### src/ivr_pkg.sv
package ivr_pkg;

   // Register offsets (byte addresses)
   localparam logic [9:0] IVR_SRC_VEC_BASE = 10'h080;
   localparam logic [9:0] IVR_SRC_VEC_LAST = 10'h0fc;
   localparam logic [9:0] IVR_NORMAL_VEC_OFS = 10'h100;
   localparam logic [9:0] IVR_FAST_VEC_OFS = 10'h104;
   localparam logic [9:0] IVR_STATUS_OFS = 10'h140;
   localparam logic [9:0] IVR_LEVEL_TYPE_OFS = 10'h144;

   // Reset values
   localparam logic [31:0] IVR_VEC_RESET = 32'h0000_0000;
   localparam logic [4:0] IVR_NO_SOURCE = 5'h00;
   localparam logic [31:0] IVR_UNMAPPED_READ = 32'h0000_0000;

   // Number of vector slots
   localparam int IVR_NUM_SRC = 32;

   // Bus request bundle
   typedef struct packed {
      logic read;
      logic write;
      logic [9:0] address;
      logic [31:0] writedata;
   } ivr_req_t;

   // Acknowledge bundle towards the priority logic
   typedef struct packed {
      logic ack;
      logic [4:0] source;
      logic level_clear;
   } ivr_ack_t;

endpackage

### src/ivr_readout.sv
`timescale 1ns/1ns
`default_nettype none
module ivr_readout (
   input wire logic clk,
   input wire logic arst_n,
   input wire logic [9:0] avs_address,
   input wire logic avs_read,
   input wire logic avs_write,
   input wire logic [31:0] avs_writedata,
   output logic [31:0] avs_readdata,
   output logic avs_waitrequest,
   input wire logic [4:0] cur_irq_num,
   input wire logic cur_irq_valid,
   input wire logic [31:0] fast_vector_value,
   input wire logic normal_request_in,
   output logic normal_request_line,
   output ivr_pkg::ivr_ack_t ack_out
);
   import ivr_pkg::*;

   // Bus phase: a request is first seen, then answered one cycle later
   typedef enum logic {
      IVR_PH_SEE,
      IVR_PH_ANSWER
   } ivr_phase_t;

   // Bus phase state
   ivr_phase_t phase_r;
   ivr_phase_t phase_nxt;

   // Handler slots and level type bits
   logic [31:0] vec_mem_r [IVR_NUM_SRC];
   logic [31:0] level_type_r;
   logic [31:0] level_type_nxt;

   // Registered read data
   logic [31:0] readdata_r;
   logic [31:0] readdata_nxt;

   // Status and request masking
   logic [4:0] last_ack_src_r;
   logic [4:0] last_ack_src_nxt;
   logic ack_count_r;
   logic ack_count_nxt;
   logic masked_r;
   logic masked_nxt;

   // Acknowledge towards the priority logic
   ivr_ack_t ack_r;
   ivr_ack_t ack_nxt;

   // Request bundle and its qualifiers
   ivr_req_t req;
   logic req_active;
   logic req_first;
   logic req_take;
   logic wr_take;
   logic rd_first;

   // Address decode and interrupt state
   logic hit_vec;
   logic hit_normal;
   logic hit_fast;
   logic hit_status;
   logic hit_level;
   logic irq_current;
   logic [31:0] normal_vec;

   // Slot write strobe, index and data
   logic vec_wr_en;
   logic [4:0] vec_wr_slot;
   logic [31:0] vec_wr_data;

   // Slot index from a byte address inside the vector area
   function automatic logic [4:0] slot_of(input logic [9:0] a);
      return a[6:2];
   endfunction

   // Word-aligned address inside the handler slot area
   function automatic logic in_vec_area(input logic [9:0] a);
      return (a >= IVR_SRC_VEC_BASE) && (a <= IVR_SRC_VEC_LAST) && (a[1:0] == 2'b00);
   endfunction

   // Exact match on one register offset
   function automatic logic hit_reg(input logic [9:0] a, input logic [9:0] ofs);
      return a == ofs;
   endfunction

   // Status word: toggle bit above the last acknowledged source
   function automatic logic [31:0] status_word(input logic t, input logic [4:0] s);
      return {26'h0, t, s};
   endfunction

   // Bundle the bus request
   assign req = '{read: avs_read, write: avs_write, address: avs_address,
                  writedata: avs_writedata};

   // Request qualifiers: first edge samples, second edge takes
   assign req_active = req.read | req.write;
   assign req_first = req_active && (phase_r == IVR_PH_SEE);
   assign req_take = req_active && (phase_r == IVR_PH_ANSWER);
   assign wr_take = req.write && req_take;
   assign rd_first = req.read && req_first;

   // Address decode, shared by reads and writes
   assign hit_vec = in_vec_area(req.address);
   assign hit_normal = hit_reg(req.address, IVR_NORMAL_VEC_OFS);
   assign hit_fast = hit_reg(req.address, IVR_FAST_VEC_OFS);
   assign hit_status = hit_reg(req.address, IVR_STATUS_OFS);
   assign hit_level = hit_reg(req.address, IVR_LEVEL_TYPE_OFS);

   // A current interrupt has a valid, non-zero number
   assign irq_current = cur_irq_valid && (cur_irq_num != IVR_NO_SOURCE);

   // Vector of the current source, zero when none is current
   assign normal_vec = irq_current ? vec_mem_r[cur_irq_num] : IVR_VEC_RESET;

   // One wait state, answer on the second edge
   assign avs_waitrequest = req_first;

   // Next bus phase
   always_comb begin
      phase_nxt = phase_r;
      case (phase_r)
         IVR_PH_SEE: begin
            if (req_active) begin
               phase_nxt = IVR_PH_ANSWER;
            end
         end
         IVR_PH_ANSWER: begin
            phase_nxt = IVR_PH_SEE;
         end
         default: begin
            phase_nxt = IVR_PH_SEE;
         end
      endcase
   end

   // Bus phase register
   always_ff @(posedge clk or negedge arst_n) begin
      if (!arst_n) begin
         phase_r <= IVR_PH_SEE;
      end else begin
         phase_r <= phase_nxt;
      end
   end

   // Slot area and level type register are writable; vector registers ignore writes
   assign vec_wr_en = wr_take && hit_vec;
   assign vec_wr_slot = slot_of(req.address);
   assign vec_wr_data = req.writedata;

   // Handler slot storage
   always_ff @(posedge clk or negedge arst_n) begin
      if (!arst_n) begin
         for (int i = 0; i < IVR_NUM_SRC; i++) begin
            vec_mem_r[i] <= IVR_VEC_RESET;
         end
      end else if (vec_wr_en) begin
         vec_mem_r[vec_wr_slot] <= vec_wr_data;
      end
   end

   // Next level type bits
   always_comb begin
      level_type_nxt = level_type_r;
      if (wr_take && hit_level) begin
         level_type_nxt = req.writedata;
      end
   end

   // Level type register
   always_ff @(posedge clk or negedge arst_n) begin
      if (!arst_n) begin
         level_type_r <= IVR_VEC_RESET;
      end else begin
         level_type_r <= level_type_nxt;
      end
   end

   // Read data chosen when the request is first seen
   always_comb begin
      readdata_nxt = readdata_r;
      if (rd_first) begin
         if (hit_vec) begin
            readdata_nxt = vec_mem_r[slot_of(req.address)];
         end else if (hit_normal) begin
            readdata_nxt = normal_vec;
         end else if (hit_fast) begin
            readdata_nxt = fast_vector_value;
         end else if (hit_status) begin
            readdata_nxt = status_word(ack_count_r, last_ack_src_r);
         end else if (hit_level) begin
            readdata_nxt = level_type_r;
         end else begin
            readdata_nxt = IVR_UNMAPPED_READ;
         end
      end
   end

   // Read data register, stands until the next read
   always_ff @(posedge clk or negedge arst_n) begin
      if (!arst_n) begin
         readdata_r <= IVR_UNMAPPED_READ;
      end else begin
         readdata_r <= readdata_nxt;
      end
   end

   // Read data straight from the flip-flops
   assign avs_readdata = readdata_r;

   // Acknowledge on a normal vector read of a current interrupt
   always_comb begin
      ack_nxt.ack = rd_first && hit_normal && irq_current;
      ack_nxt.source = cur_irq_num;
      ack_nxt.level_clear = level_type_r[cur_irq_num];
   end

   // Acknowledge register, one-cycle pulse
   always_ff @(posedge clk or negedge arst_n) begin
      if (!arst_n) begin
         ack_r <= '0;
      end else begin
         ack_r <= ack_nxt;
      end
   end

   // Clear request only travels with an acknowledge
   assign ack_out = '{ack: ack_r.ack, source: ack_r.source,
                      level_clear: ack_r.ack & ack_r.level_clear};

   // Next status fields
   always_comb begin
      last_ack_src_nxt = last_ack_src_r;
      ack_count_nxt = ack_count_r;
      if (ack_r.ack) begin
         last_ack_src_nxt = ack_r.source;
         ack_count_nxt = ~ack_count_r;
      end
   end

   // Last acknowledged source
   always_ff @(posedge clk or negedge arst_n) begin
      if (!arst_n) begin
         last_ack_src_r <= IVR_NO_SOURCE;
      end else begin
         last_ack_src_r <= last_ack_src_nxt;
      end
   end

   // Toggle per acknowledge
   always_ff @(posedge clk or negedge arst_n) begin
      if (!arst_n) begin
         ack_count_r <= 1'b0;
      end else begin
         ack_count_r <= ack_count_nxt;
      end
   end

   // Mask set by acknowledge, held until the source request falls
   always_comb begin
      masked_nxt = masked_r;
      if (ack_r.ack) begin
         masked_nxt = 1'b1;
      end else if (!normal_request_in) begin
         masked_nxt = 1'b0;
      end
   end

   // Mask register
   always_ff @(posedge clk or negedge arst_n) begin
      if (!arst_n) begin
         masked_r <= 1'b0;
      end else begin
         masked_r <= masked_nxt;
      end
   end

   // Request line dropped from acknowledge on
   assign normal_request_line = normal_request_in & ~masked_r & ~ack_r.ack;

endmodule
`default_nettype wire

### config.mk
export PLATFORM = sky130hd
export DESIGN_NAME = ivr_readout
export DESIGN_NICKNAME = d
export VERILOG_FILES = /design/src/ivr_pkg.sv /design/src/ivr_readout.sv
export SDC_FILE = /design/constraint.sdc
export NUM_CORES = 2
export LEC_CHECK = 0
export BUFFER_PORTS_ARGS = -buffer_cell sky130_fd_sc_hd__buf_2
export CAP_MARGIN = 20
export CORE_MARGIN = 2
export CORE_UTILIZATION = 50
export CTS_CLUSTER_SIZE = 40
export DETAILED_ROUTE_END_ITERATION = 10
export PLACE_DENSITY = 0.68
export SLEW_MARGIN = 5
export SYNTH_ARGS = -nofsm -noshare
export SYNTH_HDL_FRONTEND = slang
export SYNTH_SLANG_ARGS = --single-unit
### constraint.sdc
create_clock -name clk -period 5.82 [get_ports clk]
set_clock_uncertainty 0.1 [all_clocks]
set_input_delay 0.873 -clock clk [delete_from_list [all_inputs] [get_ports clk]]
set_output_delay 0.873 -clock clk [all_outputs]
set_load 0.05 [all_outputs]
==> reports/metrics.yaml <==
io_buffers: 125
antenna_found_initial: 8
synth_edf_count: 0
p_comb_frac: 0.088
internal_power_w: 0.0125
swShare: 0.258
dieArea_um2: 120000
maxCapViolCount: 0
num_vias: 39600
path_cells: "buf_2, or3_1, nor4_1, nand2_2, a311oi_1, o221a_2"
power_w: 0.0169
design.core.area_um2: 116000
die_x_um: 347
switching_power_w: 0.00434
worst_pin_slew_ns: 1.22
p_leak_nw: 29.9
first_pass_iters: 7
ys_async_sr_fraction: 1.00
status: "complete, no violations"
clkPwrFrac: 0.444
path_class: "input pin to flip-flop"
grt_max_degree: 161
clock-sinks: 1103
end_kind: "flip-flop"
drtIter0Drc: 4669
finalMaxSlewViolations: 0
fin_nets: 4052
yosysWarnings: 0
synth_seq_cells: 1103
synth_ff_type: "dfrtp_1"
path_delay_family: "simple AND/OR/NAND/NOR gates"
min_period_ns: 4.12
fin_setup_tns_ns: 0
start_util: 0.504
row_count: 125
ios: 126
grt_pass1_wl_um: 285000
cts_hold_buf: 0
p_seq_frac: 0.467
gp_congestion: 0.876
clk_pin_slew_ns: 0.06
min_path_type: "input pin to async pin"
layout_commonest_cell: "dfrtp_1"
rsz0062_at_grt: "no"
drt-total-wl_um: 196000
crit_path_top_delay_cell: "nor4_1"
finalCritPeriodShare: 0.708
post_synth_inst_count: 4026
clockBufferDepth: 3
power_per_cell_area_nw_per_um2: 261
max_stage_delay_ns: 1.13
htree_levels: 3
syn_avg_cell_area_um2: 14.6
drc: 0
first_global_vias: 39400
fmax_ghz: 0.243
synthDistinctLibCells: 73
root_buffer: "clkbuf_16"
global_route.overflow_total: 0
drive_gt1_frac: 0.488
cts_inserted_buffers: 117
required_ns: 6.38
path_buf_inv: 1
dpl.hpwl_um: 117000
finalSetupViolations: 0
post_drt_wl_per_cell_um: 35.2
cts_tree: "built"
cp_max_fo: 20
maxSlewHeadroom: 0.180
hold_viol_final: 0
cts_resized: 0
vias_per_cell: 7.09
cp.arrival_ns: 4.68
syn2layout_area_growth_pct: 10.2
synth_fp_nets: 4111
ir_drop_mv: 0.242
grt_usage: 0.326
ant_nets: 0
final_cell_mix: "dfrtp_1, mux2_2, mux4_2"
netlist_area_um2: 58700
post_cts_buffers: 0
start_kind: "input pin"
seq_area_frac_synth: 0.470
clock_latency_ns: 0.73
die_h_um: 347
==> through the flow <==
step,setup WS [ns],hold slack (ns),util,instance area [µm²],instances
final,1.70,0.0847,0.556,64700,5577
after global routing,1.87,0.159,0.556,64700,5574
after CTS,2.01,0.120,0.555,64600,5571
after detailed placement,1.25,0.376,0.522,60800,5369
after global placement,1.22,0.365,0.522,60700,5366
after floorplan,2.62,0.341,-,58700,4026
==> Yosys cell counts (all sizes together), types with 19 or more instances <==
library cell / n / area share
o22ai: 43 / 0.0046
a211oi: 38 / 0.0049
nand3: 28 / 0.0024
a221oi: 66 / 0.0099
a221o: 19 / 0.0032
nor2: 51 / 0.0036
dfrtp: 1103 / 0.47
mux4: 418 / 0.16
o21ai: 21 / 0.0018
buf: 218 / 0.020
mux2i: 245 / 0.042
a21oi: 43 / 0.0037
nand2: 102 / 0.0066
o221a: 19 / 0.0036
nor2b: 39 / 0.0042
a22oi: 35 / 0.0045
nor3: 24 / 0.0029
a22o: 35 / 0.0052
mux2: 1083 / 0.21
clkbuf: 210 / 0.013
nor4: 21 / 0.0031
==> state kept, by name, indices dropped and copies added, names as in the netlist <==
name	count
vec_mem_r	1024
avs_readdata	32
level_type_r	32
ack_out	6
last_ack_src_r	5
ack_count_r	1
ack_r	1
masked_r	1
phase_r	1
==> power groups by stage <==
stage	Combinational (W)	Clock [W]	Sequential [W]
floorplan	0.000717	0	0.00810
global placement	0.00146	0	0.00801
detailed placement	0.00147	0	0.00802
CTS	0.00147	0.00757	0.00788
global route	0.00156	0.00791	0.00788
finish	0.00149	0.00749	0.00788
==> per-layer routing <==
metal  track usage  vias up  wire length (µm)
li1              -    15500                 -
met1         0.460    21300             79600
met2         0.476     2259             86700
met3        0.0930      466             21300
met4         0.134        6              8650
met5             0        -                38
==> kinds of logic after synthesis <==
family / Yosys count / share of synthesized area
flip-flops: 1103 / 0.470
XOR/XNOR: 1 / 0.000149
buffers and inverters: 432 / 0.0339
AND/OR/NAND/NOR: 335 / 0.0311
multiplexers: 1746 / 0.410
AO/OA/AOI/OAI: 409 / 0.0543
==> path summary, 6_finish.rpt <==
kind / from / endpoint / slack [ns] / cells past startpoint
worst max-delay path: avs_address[9] / avs_readdata[11] / 1.70 / 6
worst min-delay path: arst_n / vec_mem_r[328] / 0.08 / 1
worst max register to register: phase_r / vec_mem_r[167] / 2.33 / 6
worst min register to register: masked_r / masked_r / 0.39 / 1
max in group asynchronous: arst_n / vec_mem_r[275] / 4.05 / 2
min in group clk: normal_request_in / masked_r / 0.27 / 2
==> area by class of cell <==
cell class / instances / area (µm²)
diodes: 3 / 7.51
clock buffers: 166 / 3410
clock inverters: 36 / 380
fillers: 9422 / 51700
inverters: 4 / 15.0
multi-input cells: 2491 / 29300
flip-flops and latches: 1103 / 27600
well taps: 1524 / 1910
repair buffers: 250 / 2010
Note: power is estimated with default switching activity, not from simulation.
